`src/cpsr_pkg.sv`:
```
package cpsr_pkg;

  localparam int AW = 5;
  localparam int DW = 16;

  // Register offsets
  localparam logic [AW-1:0] ADDR_BASIC_CTRL = 5'h00;
  localparam logic [AW-1:0] ADDR_CTRL_ONE   = 5'h10;
  localparam logic [AW-1:0] ADDR_STAT_ONE   = 5'h11;
  localparam logic [AW-1:0] ADDR_PAIR_POL   = 5'h15;
  localparam logic [AW-1:0] ADDR_INT_STAT   = 5'h1a;
  localparam logic [AW-1:0] ADDR_INT_MASK   = 5'h1b;

  // Basic control fields
  localparam int BC_RESET   = 15;
  localparam int BC_AN_EN   = 12;
  localparam int BC_PDOWN   = 11;
  localparam int BC_RESTART = 9;

  // Control one fields
  localparam int C1_ED_LO   = 8;
  localparam int C1_XC_LO   = 5;
  localparam int C1_RSVD4   = 4;
  localparam int C1_PDOWN   = 2;
  localparam int C1_POL_DIS = 1;
  localparam int C1_JAB_DIS = 0;

  // Status one fields
  localparam int S1_SPEED_LO = 14;
  localparam int S1_DUPLEX   = 13;
  localparam int S1_PAGE     = 12;
  localparam int S1_RESOLVED = 11;
  localparam int S1_LINK_RT  = 10;
  localparam int S1_TX_PAUSE = 9;
  localparam int S1_RX_PAUSE = 8;
  localparam int S1_XOVER    = 6;
  localparam int S1_SLEEP    = 4;
  localparam int S1_GLINK    = 3;
  localparam int S1_POL_RT   = 1;
  localparam int S1_JABBER   = 0;

  // Interrupt status and mask layout
  localparam int IS_SPEED  = 14;
  localparam int IS_DUPLEX = 13;
  localparam int IS_PAGE   = 12;
  localparam int IS_RESOLV = 11;
  localparam int IS_LINK   = 10;
  localparam int IS_XOVER  = 6;
  localparam int IS_ENERGY = 4;
  localparam int IS_POL    = 1;
  localparam int IS_JABBER = 0;
  localparam logic [DW-1:0] INT_IMPL = 16'h7c53;

  // Encodings and reset values
  localparam logic [1:0] SPEED_1000 = 2'h2;
  localparam logic [1:0] SPEED_100  = 2'h1;
  localparam logic [1:0] SPEED_10   = 2'h0;
  localparam logic [1:0] SPEED_RST  = SPEED_1000;
  localparam logic [1:0] XC_MDI     = 2'h0;
  localparam logic [1:0] XC_MDIX    = 2'h1;
  localparam logic [1:0] XC_AUTO    = 2'h3;
  localparam logic       XOVER_RST  = 1'b1;
  localparam logic [1:0] ED_RST     = 2'h0;
  localparam logic       AN_EN_RST  = 1'b1;

endpackage : cpsr_pkg

```
`src/cpsr_lh_bit.sv`:
```
module cpsr_lh_bit (
  // Clock and reset
  input  wire logic clk,
  input  wire logic rst,
  // Event and clears
  input  wire logic event_in,
  input  wire logic rd_clr,
  input  wire logic sw_clr,
  // State
  output logic      flag
);
  import cpsr_pkg::*;

  // Event present during the clearing read keeps the bit set
  always_ff @(posedge clk or posedge rst) begin
    if (rst) begin
      flag <= 1'b0;
    end else if (event_in) begin
      flag <= 1'b1;
    end else if (rd_clr || sw_clr) begin
      flag <= 1'b0;
    end
  end

endmodule : cpsr_lh_bit

```
`src/cpsr_regs.sv`:
```
// Chosen here: the strobed register port.
module cpsr_regs (
  // Clock and reset
  input  wire logic                     clk,
  input  wire logic                     rst,
  // Register port
  input  wire logic [cpsr_pkg::AW-1:0]  reg_addr,
  input  wire logic [cpsr_pkg::DW-1:0]  reg_wdata,
  input  wire logic                     reg_wr,
  input  wire logic                     reg_rd,
  output logic      [cpsr_pkg::DW-1:0]  reg_rdata,
  // Resolution results from the port
  input  wire logic                     an_complete,
  input  wire logic                     page_rcvd,
  input  wire logic                     link_up,
  input  wire logic [1:0]               speed_res,
  input  wire logic                     duplex_res,
  input  wire logic                     tx_pause_res,
  input  wire logic                     rx_pause_res,
  input  wire logic                     mdix_auto,
  input  wire logic                     energy_sleep,
  input  wire logic                     pol_reversed,
  input  wire logic [3:0]               pair_pol,
  input  wire logic                     jabber_det,
  // Controls to the port
  output logic                          port_power_down,
  output logic                          soft_reset,
  output logic                          an_restart,
  output logic                          an_enable,
  output logic                          pol_correct_en,
  output logic                          jabber_en,
  output logic      [1:0]               xover_mode,
  output logic      [1:0]               energy_mode,
  // Interrupt
  output logic                          irq
);
  import cpsr_pkg::*;

  // Basic control
  logic            an_en_q;
  logic            basic_pd_q;
  logic            reset_req_q;
  logic            restart_req_q;

  // Control one
  logic [1:0]      ed_mode_q;
  logic [1:0]      xc_wr_q;
  logic            rsvd4_q;
  logic            ctrl_pd_q;
  logic            pol_dis_q;
  logic            jab_dis_q;

  // Active state
  logic [1:0]      xc_act_q;
  logic            pd_q;

  // Status one
  logic [1:0]      speed_q;
  logic            duplex_q;
  logic            xover_q;
  logic            resolved_d;
  logic            page_flag;
  logic            pol_rt_d;
  logic            jabber_rt_d;

  // Event history for interrupts
  logic            link_p_q;
  logic            res_p_q;
  logic            sleep_p_q;
  logic            pol_p_q;
  logic            jab_p_q;
  logic [DW-1:0]   int_stat_q;
  logic [DW-1:0]   int_mask_q;
  logic [DW-1:0]   int_evt;

  // Bus decode
  logic            wr_basic;
  logic            wr_ctrl;
  logic            wr_istat;
  logic            wr_imask;
  logic            rd_stat;
  logic            pd_d;
  logic            pd_exit;
  logic            sw_rst;
  logic [DW-1:0]   stat_word;
  logic [DW-1:0]   rdata_d;

  function automatic logic hit(input logic         strobe,
                               input logic [AW-1:0] a,
                               input logic [AW-1:0] target);
    hit = strobe && (a == target);
  endfunction : hit

  assign wr_basic = hit(reg_wr, reg_addr, ADDR_BASIC_CTRL);
  assign wr_ctrl  = hit(reg_wr, reg_addr, ADDR_CTRL_ONE);
  assign wr_istat = hit(reg_wr, reg_addr, ADDR_INT_STAT);
  assign wr_imask = hit(reg_wr, reg_addr, ADDR_INT_MASK);
  assign rd_stat  = hit(reg_rd, reg_addr, ADDR_STAT_ONE);

  // Basic control register
  always_ff @(posedge clk or posedge rst) begin
    if (rst) begin
      an_en_q    <= AN_EN_RST;
      basic_pd_q <= 1'b0;
    end else if (wr_basic) begin
      an_en_q    <= reg_wdata[BC_AN_EN];
      basic_pd_q <= reg_wdata[BC_PDOWN];
    end
  end

  // Reset and restart requests are self-clearing
  always_ff @(posedge clk or posedge rst) begin
    if (rst) begin
      reset_req_q   <= 1'b0;
      restart_req_q <= 1'b0;
    end else begin
      reset_req_q   <= wr_basic && reg_wdata[BC_RESET];
      restart_req_q <= wr_basic && reg_wdata[BC_RESTART];
    end
  end

  // Control one register; all written bits retain over soft reset
  always_ff @(posedge clk or posedge rst) begin
    if (rst) begin
      ed_mode_q <= ED_RST;
      xc_wr_q   <= XC_AUTO;
      rsvd4_q   <= 1'b0;
      ctrl_pd_q <= 1'b0;
      pol_dis_q <= 1'b0;
      jab_dis_q <= 1'b0;
    end else if (wr_ctrl) begin
      ed_mode_q <= reg_wdata[C1_ED_LO +: 2];
      xc_wr_q   <= reg_wdata[C1_XC_LO +: 2];
      rsvd4_q   <= reg_wdata[C1_RSVD4];
      ctrl_pd_q <= reg_wdata[C1_PDOWN];
      pol_dis_q <= reg_wdata[C1_POL_DIS];
      jab_dis_q <= reg_wdata[C1_JAB_DIS];
    end
  end

  // Power down follows either bit; exit only once both are clear
  assign pd_d    = basic_pd_q | ctrl_pd_q;
  assign pd_exit = pd_q && !pd_d;

  always_ff @(posedge clk or posedge rst) begin
    if (rst) begin
      pd_q <= 1'b0;
    end else begin
      pd_q <= pd_d;
    end
  end

  // Leaving power down forces a reset and restart without software
  assign sw_rst = reset_req_q | pd_exit;

  always_ff @(posedge clk or posedge rst) begin
    if (rst) begin
      soft_reset <= 1'b0;
      an_restart <= 1'b0;
    end else begin
      soft_reset <= sw_rst;
      an_restart <= restart_req_q | pd_exit;
    end
  end

  // Crossover mode is disruptive, so it only lands on soft reset
  always_ff @(posedge clk or posedge rst) begin
    if (rst) begin
      xc_act_q <= XC_AUTO;
    end else if (sw_rst) begin
      xc_act_q <= xc_wr_q;
    end
  end

  assign port_power_down = pd_q;
  assign an_enable       = an_en_q;
  assign xover_mode      = xc_act_q;
  assign energy_mode     = ed_mode_q;

  // Polarity correction and jabber gating
  assign pol_correct_en = !pol_dis_q;
  assign jabber_en      = !jab_dis_q && speed_q == SPEED_10
                          && !duplex_q && resolved_d;

  // Resolution held high while negotiation is off
  assign resolved_d = !an_en_q || an_complete;

  // Speed, duplex and crossover captured while resolved
  always_ff @(posedge clk or posedge rst) begin
    if (rst) begin
      speed_q  <= SPEED_RST;
      duplex_q <= 1'b0;
    end else if (resolved_d) begin
      speed_q  <= speed_res;
      duplex_q <= duplex_res;
    end
  end

  always_ff @(posedge clk or posedge rst) begin
    if (rst) begin
      xover_q <= XOVER_RST;
    end else if (resolved_d) begin
      if (xc_act_q == XC_MDI || xc_act_q == XC_MDIX) begin
        xover_q <= (xc_act_q == XC_MDIX);
      end else begin
        xover_q <= mdix_auto;
      end
    end
  end

  // Page received latches until read; soft reset clears it
  cpsr_lh_bit u_page (
    .clk      (clk),
    .rst      (rst),
    .event_in (page_rcvd),
    .rd_clr   (rd_stat),
    .sw_clr   (sw_rst),
    .flag     (page_flag)
  );

  // Forced normal polarity in 10BASE-T when reversal disabled
  always_comb begin
    pol_rt_d = pol_reversed;
    if (pol_dis_q && speed_q == SPEED_10) begin
      pol_rt_d = 1'b0;
    end
    if (speed_q == SPEED_1000) begin
      pol_rt_d = 1'b0;
    end
  end

  assign jabber_rt_d = jabber_det && jabber_en;

  // Status one word
  always_comb begin
    stat_word = '0;
    stat_word[S1_SPEED_LO +: 2] = speed_q;
    stat_word[S1_DUPLEX]        = duplex_q;
    stat_word[S1_PAGE]          = page_flag;
    stat_word[S1_RESOLVED]      = resolved_d;
    stat_word[S1_LINK_RT]       = link_up;
    stat_word[S1_TX_PAUSE]      = tx_pause_res;
    stat_word[S1_RX_PAUSE]      = rx_pause_res;
    stat_word[S1_XOVER]         = xover_q;
    stat_word[S1_SLEEP]         = energy_sleep;
    stat_word[S1_GLINK]         = link_up;
    stat_word[S1_POL_RT]        = pol_rt_d;
    stat_word[S1_JABBER]        = jabber_rt_d;
  end

  // History of levels for change events
  always_ff @(posedge clk or posedge rst) begin
    if (rst) begin
      link_p_q  <= 1'b0;
      res_p_q   <= 1'b0;
      sleep_p_q <= 1'b0;
      pol_p_q   <= 1'b0;
      jab_p_q   <= 1'b0;
    end else begin
      link_p_q  <= link_up;
      res_p_q   <= resolved_d;
      sleep_p_q <= energy_sleep;
      pol_p_q   <= pol_rt_d;
      jab_p_q   <= jabber_rt_d;
    end
  end

  // Change events; speed, duplex, crossover seen on register update
  logic [1:0] speed_p_q;
  logic       duplex_p_q;
  logic       xover_p_q;

  always_ff @(posedge clk or posedge rst) begin
    if (rst) begin
      speed_p_q  <= SPEED_RST;
      duplex_p_q <= 1'b0;
      xover_p_q  <= XOVER_RST;
    end else begin
      speed_p_q  <= speed_q;
      duplex_p_q <= duplex_q;
      xover_p_q  <= xover_q;
    end
  end

  always_comb begin
    int_evt            = '0;
    int_evt[IS_SPEED]  = speed_q != speed_p_q;
    int_evt[IS_DUPLEX] = duplex_q != duplex_p_q;
    int_evt[IS_PAGE]   = page_rcvd;
    int_evt[IS_RESOLV] = resolved_d && !res_p_q;
    int_evt[IS_LINK]   = link_up != link_p_q;
    int_evt[IS_XOVER]  = xover_q != xover_p_q;
    int_evt[IS_ENERGY] = energy_sleep != sleep_p_q;
    int_evt[IS_POL]    = pol_rt_d != pol_p_q;
    int_evt[IS_JABBER] = jabber_rt_d && !jab_p_q;
  end

  // Sticky status, write one to clear; a new event beats the clear
  always_ff @(posedge clk or posedge rst) begin
    if (rst) begin
      int_stat_q <= '0;
    end else begin
      int_stat_q <= ((int_stat_q & ~(wr_istat ? reg_wdata : '0))
                     | int_evt) & INT_IMPL;
    end
  end

  always_ff @(posedge clk or posedge rst) begin
    if (rst) begin
      int_mask_q <= '0;
    end else if (wr_imask) begin
      int_mask_q <= reg_wdata & INT_IMPL;
    end
  end

  assign irq = |(int_stat_q & int_mask_q);

  // Read mux; unmapped addresses read zero
  always_comb begin
    rdata_d = '0;
    unique case (reg_addr)
      ADDR_BASIC_CTRL: begin
        rdata_d[BC_AN_EN] = an_en_q;
        rdata_d[BC_PDOWN] = basic_pd_q;
      end
      ADDR_CTRL_ONE: begin
        rdata_d[C1_ED_LO +: 2] = ed_mode_q;
        rdata_d[C1_XC_LO +: 2] = xc_wr_q;
        rdata_d[C1_RSVD4]      = rsvd4_q;
        rdata_d[C1_PDOWN]      = ctrl_pd_q;
        rdata_d[C1_POL_DIS]    = pol_dis_q;
        rdata_d[C1_JAB_DIS]    = jab_dis_q;
      end
      ADDR_STAT_ONE: begin
        rdata_d = stat_word;
      end
      ADDR_PAIR_POL: begin
        if (speed_q == SPEED_1000) begin
          rdata_d[3:0] = pair_pol;
        end
      end
      ADDR_INT_STAT: begin
        rdata_d = int_stat_q;
      end
      ADDR_INT_MASK: begin
        rdata_d = int_mask_q;
      end
      default: begin
        rdata_d = '0;
      end
    endcase
  end

  // Data stands only in the cycle after the read strobe
  always_ff @(posedge clk or posedge rst) begin
    if (rst) begin
      reg_rdata <= '0;
    end else if (reg_rd) begin
      reg_rdata <= rdata_d;
    end else begin
      reg_rdata <= '0;
    end
  end

endmodule : cpsr_regs

```
`config.mk`:
```
export PLATFORM = sky130hd
export DESIGN_NAME = cpsr_regs
export DESIGN_NICKNAME = d
export VERILOG_FILES = /design/src/cpsr_pkg.sv /design/src/cpsr_lh_bit.sv /design/src/cpsr_regs.sv
export SDC_FILE = /design/constraint.sdc
export NUM_CORES = 1
export LEC_CHECK = 0
export BUFFER_PORTS_ARGS = -buffer_cell sky130_fd_sc_hd__buf_2
export CAP_MARGIN = 10
export CORE_MARGIN = 2
export CORE_UTILIZATION = 54
export DETAILED_ROUTE_END_ITERATION = 8
export GPL_TIMING_DRIVEN = 0
export PLACE_DENSITY = 0.89
export SYNTH_ARGS = -nofsm -noshare
export SYNTH_HDL_FRONTEND = slang
export SYNTH_SLANG_ARGS = --single-unit
```
`constraint.sdc`:
```
create_clock -name clk -period 3.43 [get_ports clk]
set_clock_uncertainty 0.05 [all_clocks]
set_input_delay 1.029 -clock clk [delete_from_list [all_inputs] [get_ports clk]]
set_output_delay 1.029 -clock clk [all_outputs]
set_load 0.05 [all_outputs]
```
==> results.json, run 1 <==
{
  "synth-compound-area-share": 0.107,
  "wl_met3_um": 402,
  "status": "completed",
  "firstDrtPassIters": 4,
  "ys_async_sr_fraction": 1.00,
  "worstSkewPairLatency_ns": 0.34,
  "cts_setup_buffers": 0,
  "dpl_cell_area_mm2": 0.00314,
  "crit_path_top_delay_cell": "clkbuf_1",
  "synth_ff_type": "dfrtp_1",
  "post_synth_xor_area_fraction": 0.0225,
  "dieArea_mm2": 0.00563,
  "vias_per_cell": 5.56,
  "synthesis.nets": 254,
  "synth_warnings": 0,
  "area_growth_pct": 23.9,
  "worstPathArrival_ns": 2.09,
  "drt_iter0_drc": 122,
  "cts_buffers": 9,
  "diodes": 0,
  "rows": 25,
  "hpwl_um": 4370,
  "wl_per_cell_um": 16.8,
  "wl_met2_um": 3060,
  "required_ns": 2.35,
  "tns_ns": 0,
  "hold_violations": 0,
  "maxSlewHeadroom": 0.526,
  "fp.dieH_um": 75.0,
  "leakage_nw": 1.64,
  "setup_viol_count_final": 0,
  "yosysMostFrequentCell": "dfrtp_1",
  "gp_congestion": 0.851,
  "initial_utilization": 0.569,
  "cts-resized-gates": 0,
  "drive_above_1_share": 0.430,
  "synth_top_family_by_area": "simple AND/OR/NAND/NOR gates",
  "clockRootBuffer": "clkbuf_8",
  "drv_slew": 0,
  "port_buffers": 63,
  "top_layer_used": "met4",
  "wl_met1_um": 2490,
  "multi_input_area_mm2": 0.00106,
  "drtAntennaViolNets": 0,
  "worst_slew_pin_slew_ns": 0.706,
  "rsz0062_at_grt": "no",
  "grt-ovfl-total": 0,
  "rrSetupSlack_ns": 1.63,
  "ys_top_cells_by_count": "dfrtp_1 (55), mux2_2 (25), nor2_1 (19)",
  "synth_area_leaders": "dfrtp_1 (51%), mux2_2 (10%), dfstp_2 (8.7%)",
  "synth_area_per_cell_um2": 12.8,
  "path_buf_inv": 3,
  "fin_hold_ws_ns": 0.339,
  "crit_type": "in2out",
  "clock_path_buffers": 2,
  "path_clk_slew_ns": 0.07,
  "nets": 329,
  "crit_fanout": 10,
  "p_per_area_mw_per_mm2": 621,
  "crit_chain": "buf_2 > nand2b_1 > clkbuf_1 > and2_1 > buf_2",
  "cp-end-kind": "output port",
  "ios": 68,
  "fmax_mhz": 316,
  "coreArea_mm2": 0.00479,
  "cts_tree": "built",
  "h-tree-depth": 3,
  "grt_use_total": 0.235,
  "post-route-drc-count": 0,
  "synth-edff-count": 0,
  "synth_cell_types": 38,
  "antenna_found_initial": 0,
  "regArea_mm2": 0.00161,
  "path_common_cell": "buf_2",
  "yosys.area.top_type_share": 0.505,
  "startpoint_type": "input pin",
  "synth_seq_cells": 64,
  "pre_cts_ws_ns": 0.270,
  "finalWirelength_um": 6040,
  "crit_path_max_incr_delay_ns": 0.44,
  "yosys.area_share.simple": 0.129,
  "seq_area_frac_synth": 0.592,
  "final_util": 0.706,
  "crit_family": "buffers and inverters",
  "fin_crit_sh": 0.923,
  "nFillCells": 344,
  "grt_pass1_vias": 2039,
  "fin_ws_ns": 0.263,
  "netlist_area_mm2": 0.00273,
  "min_period_ns": 3.17,
  "synthMuxAreaShare": 0.129,
  "vias": 2002,
  "synthAdderAreaFrac": 0,
  "die_w_um": 75.0,
  "numClockSinks": 64,
  "hold_buffers": 0,
  "syn_inst": 213,
  "peakVddDrop_mv": 0.343,
  "grt_max_degree": 40,
  "grt_pass1_wl_um": 9480,
  "yosysTopAreaCell": "dfrtp_1",
  "hold_class": "reg2reg",
  "maxCapViolCount": 0,
  "final_cell_area_mm2": 0.00338
}
where the power goes:
part / switching (mW) / internal (mW) / total, mW
sequential: 0.0786 / 0.878 / 0.957
combinational: 0.251 / 0.147 / 0.397
clock: 0.272 / 0.470 / 0.742
total: 0.601 / 1.49 / 2.10
registers in the layout (all words and copies together) (netlist names), 2 cells and up:
name         cells
reg_rdata       15
int_mask_q       9
int_stat_q       9
energy_mode      2
speed_p_q        2
speed_q          2
xc_wr_q          2
xover_mode       2
final cells by class:
type	instances	area share
plain buffers	5	0.00778
clock buffers	14	0.0511
clock inverters	2	0.0178
inverters	7	0.00778
multi-input cells	137	0.314
flip-flops and latches	64	0.478
well taps	67	0.0248
repair buffers	64	0.0993
logic make-up after synthesis:
group / Yosys count
XOR/XNOR: 7
AO/OA/AOI/OAI: 40
flip-flops: 64
multiplexers: 32
AND/OR/NAND/NOR: 57
other: 1
buffers and inverters: 12
worst register-to-register path, stage by stage (launching register included):
cell      delay [ns]
dfstp_2         0.55
nand2b_1        0.05
clkbuf_1        0.27
and3_1          0.31
a221oi_1        0.32
a21oi_1         0.12
per-stage QoR:
stage | total power, mW | instances
after global routing | 2.17 | 360
final | 2.10 | 360
after detailed placement | 1.37 | 344
after CTS | 2.11 | 360
after floorplan | 1.24 | 213
after global placement | 1.35 | 343
path summary, 6_finish.rpt:
check                                to   startpoint  cells after the start
max in group asynchronous    speed_q[1]          rst                      3
hold / removal                xover_p_q      xover_q                      0
setup / recovery              jabber_en  an_complete                      5
min in group asynchronous      link_p_q          rst                      2
hold reg to reg               xover_p_q      xover_q                      0
setup reg to reg           reg_rdata[0]    an_enable                      5
layer usage:
layer  track usage  up-vias
met1         0.286      996
met2         0.383       85
met5             0        -
met4         0.113        0
li1              -      911
met3        0.0683       10
placed cells by master, fill, tap and decap left out, types with 2 or more instances in the layout:
cell type | synthesis | layout
buf_2 | 3 | 66
dfrtp_1 | 55 | 55
mux2_2 | 25 | 25
nor2_1 | 19 | 19
nand2_1 | 17 | 17
clkbuf_8 | 0 | 12
a21oi_1 | 10 | 10
dfstp_2 | 9 | 9
a21o_1 | 8 | 8
mux2i_1 | 7 | 7
a22oi_1 | 7 | 7
xor2_1 | 7 | 7
and3_1 | 6 | 6
inv_1 | 7 | 6
a221oi_1 | 5 | 5
clkbuf_1 | 1 | 3
a22o_1 | 3 | 3
and2_1 | 2 | 2
a32oi_1 | 2 | 2
bufinv_16 | 0 | 2
No activity file was read; power rests on OpenSTA's default activity.
==> run 2: changes to the inputs <==
CORE_UTILIZATION = 40   (was 54)
PLACE_DENSITY = 0.71   (was 0.89)
==> results.json, run 2 (synthesized netlist as in run 1, its figures left out) <==
{
  "multi_input_area_mm2": 0.00106,
  "worst_slew_pin_slew_ns": 0.681,
  "fmax_mhz": 315,
  "crit_fanout": 10,
  "path_common_cell": "buf_2",
  "largestRegisters": "reg_rdata x15, int_mask_q x9, int_stat_q x9",
  "p_seq_frac": 0.476,
  "rsz0062_at_grt": "no",
  "busiest_layer": "met2",
  "p_per_area_mw_per_mm2": 596,
  "nFillCells": 627,
  "switchingPower_mw": 0.603,
  "regArea_mm2": 0.00161,
  "post-route-drc-count": 0,
  "setup_viol_count_final": 0,
  "grt_use_met2": 0.285,
  "vias_per_cell": 5.22,
  "peakVddDrop_mv": 0.215,
  "cp-end-kind": "output port",
  "gp_congestion": 0.904,
  "cts_setup_buffers": 0,
  "clock_path_buffers": 2,
  "h-tree-depth": 3,
  "grt_util_met3": 0.0486,
  "final_util": 0.503,
  "grt-ovfl-total": 0,
  "switching_share": 0.301,
  "diodes": 0,
  "startpoint_type": "input pin",
  "coreArea_mm2": 0.00668,
  "nets": 329,
  "fin_crit_sh": 0.926,
  "cts-resized-gates": 0,
  "min_period_ns": 3.17,
  "hold_buffers": 0,
  "crit_chain": "buf_2 > nand2b_1 > clkbuf_1 > and2_1 > buf_2",
  "cts_buffers": 9,
  "antenna_found_initial": 0,
  "status": "completed",
  "ios": 68,
  "fp.dieH_um": 86.5,
  "firstDrtPassIters": 4,
  "area_growth_pct": 23.3,
  "drtAntennaViolNets": 0,
  "largest_register_ff_count": 15,
  "path_clk_slew_ns": 0.08,
  "drive_above_1_share": 0.430,
  "maxCapViolCount": 0,
  "worstSkewPairLatency_ns": 0.35,
  "crit_type": "in2out",
  "finalWirelength_um": 6290,
  "use_met1": 0.246,
  "grt_pass1_wl_um": 10200,
  "grt_use_total": 0.186,
  "crit_path_max_incr_delay_ns": 0.45,
  "crit_path_top_delay_cell": "clkbuf_1",
  "drt_iter0_drc": 102,
  "largest_register": "reg_rdata",
  "grt_max_degree": 39,
  "final_cell_mix": "buf_2 (66), dfrtp_1 (55), mux2_2 (25)",
  "tns_ns": 0,
  "port_buffers": 63,
  "internal-power_mw": 1.40,
  "power_frac_clock": 0.327,
  "hold_class": "reg2reg",
  "initial_utilization": 0.408,
  "numClockSinks": 64,
  "power_mw": 2.00,
  "required_ns": 2.35,
  "die_w_um": 86.5,
  "vias": 1948,
  "leakage_nw": 1.63,
  "maxSlewHeadroom": 0.543,
  "clockRootBuffer": "clkbuf_8",
  "cts_tree": "built",
  "dieArea_mm2": 0.00749,
  "drv_slew": 0,
  "hold_violations": 0,
  "layout_commonest_cell": "buf_2",
  "power_frac_comb": 0.197,
  "rows": 30,
  "worstPathArrival_ns": 2.10,
  "hpwl_um": 4490,
  "wl_per_cell_um": 16.9,
  "grt_pass1_vias": 2021
}
run 2: path summary, 6_finish.rpt:
path                                 end  slack [ns]         from  cells after the start
hold / removal                 xover_p_q        0.33      xover_q                      0
hold reg to reg                xover_p_q        0.33      xover_q                      0
setup reg to reg            reg_rdata[0]        1.66    an_enable                      5
min in group asynchronous  reg_rdata[10]        0.69          rst                      2
max in group asynchronous     xc_wr_q[1]        1.97          rst                      3
setup / recovery               jabber_en        0.26  an_complete                      5
run 2: power groups by stage:
stage | Sequential [mW] | Clock, mW | Combinational, mW
final | 0.953 | 0.654 | 0.394
after global routing | 0.968 | 0.704 | 0.426
after CTS | 0.954 | 0.668 | 0.398
after detailed placement | 0.967 | 0 | 0.396
after global placement | 0.965 | 0 | 0.388
after floorplan | 1.05 | 0 | 0.187
run 2: critical path: cells and delay by family:
kind / cells / cell delay [ns]
buffers and inverters: 3 / 0.78
AND/OR/NAND/NOR: 2 / 0.29
run 2: layer usage:
layer	part of all wire	vias to the layer above
met4	0.013	0
met1	0.44	961
met2	0.49	65
met3	0.063	9
met5	0	-
li1	-	913
run 2: layout make-up:
type | instances | share of cell area
multi-input cells | 137 | 0.315
clock buffers | 13 | 0.0473
well taps | 80 | 0.0298
inverters | 7 | 0.00782
clock inverters | 3 | 0.0119
plain buffers | 5 | 0.00782
repair buffers | 64 | 0.0998
flip-flops and latches | 64 | 0.480
run 2: through the flow:
step / instance area (um2) / hold WS [ns] / setup slack (ns) / instances
after floorplan: 2730 / 0.323 / 0.502 / 213
after global placement: 3140 / 0.330 / 0.000150 / 356
after detailed placement: 3160 / 0.331 / 0.240 / 357
after CTS: 3360 / 0.336 / 0.239 / 373
after global routing: 3360 / 0.350 / 0.168 / 373
final: 3360 / 0.327 / 0.255 / 373
==> run 3: changes to the inputs <==
PLACE_DENSITY = 0.73   (was 0.71)
clock period = 2.6 ns   (was 3.43 ns; I/O delays follow)
==> results.json, run 3 (synthesized netlist as in run 1, its figures left out) <==
{
  "clockRootBuffer": "clkbuf_8",
  "antenna_found_initial": 0,
  "cp-end-kind": "output port",
  "largestRegisters": "reg_rdata x15, int_mask_q x9, int_stat_q x9",
  "fin_crit_sh": 0.972,
  "setup_viol_count_final": 0,
  "h-tree-depth": 3,
  "min_period_ns": 2.53,
  "die_w_um": 86.5,
  "startpoint": "int_stat_q[11]",
  "initial_utilization": 0.408,
  "cts_tree": "built",
  "nets": 328,
  "rr_startpoint": "an_enable",
  "hpwl_um": 4530,
  "grt-ovfl-total": 0,
  "peakVddDrop_mv": 0.263,
  "rows": 30,
  "grt_pass1_wl_um": 9850,
  "final_cells": 372,
  "post-route-drc-count": 0,
  "required_ns": 1.77,
  "drtAntennaViolNets": 0,
  "cts_buffers": 9,
  "hold_class": "reg2reg",
  "wl_per_cell_um": 16.6,
  "fmax_mhz": 396,
  "finalWirelength_um": 6170,
  "fp.dieH_um": 86.5,
  "dieArea_mm2": 0.00749,
  "largest_register_ff_count": 15,
  "maxCapViolCount": 0,
  "maxSlewHeadroom": 0.518,
  "ios": 68,
  "cts_setup_buffers": 0,
  "path_clk_slew_ns": 0.06,
  "port_buffers": 63,
  "final_cell_area_mm2": 0.00334,
  "worstSkewPairLatency_ns": 0.33,
  "area_growth_pct": 22.5,
  "crit_type": "reg2out",
  "worstPathArrival_ns": 1.70,
  "dpl_cell_area_mm2": 0.00316,
  "cts-resized-gates": 0,
  "final_cell_mix": "buf_2 (66), dfrtp_1 (55), mux2_2 (25)",
  "drt_iter0_drc": 146,
  "rsz0062_at_grt": "no",
  "p_per_area_mw_per_mm2": 764,
  "drv_slew": 0,
  "grt_pass1_vias": 1953,
  "largest_register": "reg_rdata",
  "drive_above_1_share": 0.428,
  "grt_use_total": 0.177,
  "layout_commonest_cell": "buf_2",
  "fin_hold_ws_ns": 0.342,
  "dp.cells": 357,
  "status": "completed",
  "hold_violations": 0,
  "vias_per_cell": 5.34,
  "startpoint_type": "flip-flop",
  "coreArea_mm2": 0.00668,
  "worst_slew_pin_slew_ns": 0.717,
  "leakage_nw": 1.62,
  "crit_fanout": 3,
  "hold_buffers": 0,
  "diodes": 0,
  "grt_max_degree": 35,
  "vias": 1988,
  "whs_path_depth": 0,
  "hold_start": "xover_q",
  "numClockSinks": 64,
  "firstDrtPassIters": 4,
  "clock_path_buffers": 2,
  "gp_congestion": 0.801,
  "reg2reg_depth": 4
}
## run 3: per-stage QoR
step	power, mW	utilization	setup TNS, ns	setup WS, ns
final	2.55	0.500	0	0.0737
after CTS	2.58	0.499	0	0.0246
after global placement	1.78	0.470	-29.31	-0.533
after detailed placement	1.80	0.473	-0.104	-0.104
after global routing	2.67	0.500	0	0.0454
after floorplan	1.64	-	0	0.170
## run 3: final cells by class
class,count,area [um2]
Tap cell,80,100
Multi-Input combinational cell,137,1060
Timing Repair Buffer,64,335
Clock buffer,16,180
Fill cell,613,3340
Inverter,7,26.3
Buffer,4,22.5
Sequential cell,64,1610
## run 3: path summary, 6_finish.rpt
| check | endpoint | slack [ns] |
|---|---|---|
| max reg2reg | reg_rdata[0] | 1.01 |
| min in group asynchronous | int_stat_q[11] | 0.52 |
| min reg2reg | xover_p_q | 0.34 |
| max | irq | 0.07 |
| max in group asynchronous | xc_wr_q[1] | 1.30 |
| min | xover_p_q | 0.34 |
## run 3: where the power goes
part | switching [mW] | internal (mW) | total [mW] | leakage (nW)
registers | 0.102 | 1.16 | 1.26 | 0.770
clock network | 0.340 | 0.426 | 0.766 | 0.0910
logic | 0.330 | 0.193 | 0.524 | 0.756
## run 3: worst max-delay path: stages, from the launching register on
cell and delay (ns):
dfrtp_1 0.40, a22o_1 0.26, a221oi_1 0.30, nand3_1 0.16
buf_2 0.24
## run 3: metal layers
| metal | wire (um) | GRT usage |
|---|---|---|
| met5 | 0 | 0 |
| met1 | 2650 | 0.244 |
| met2 | 2930 | 0.268 |
| met4 | 63 | 0.0653 |
| met3 | 524 | 0.0514 |
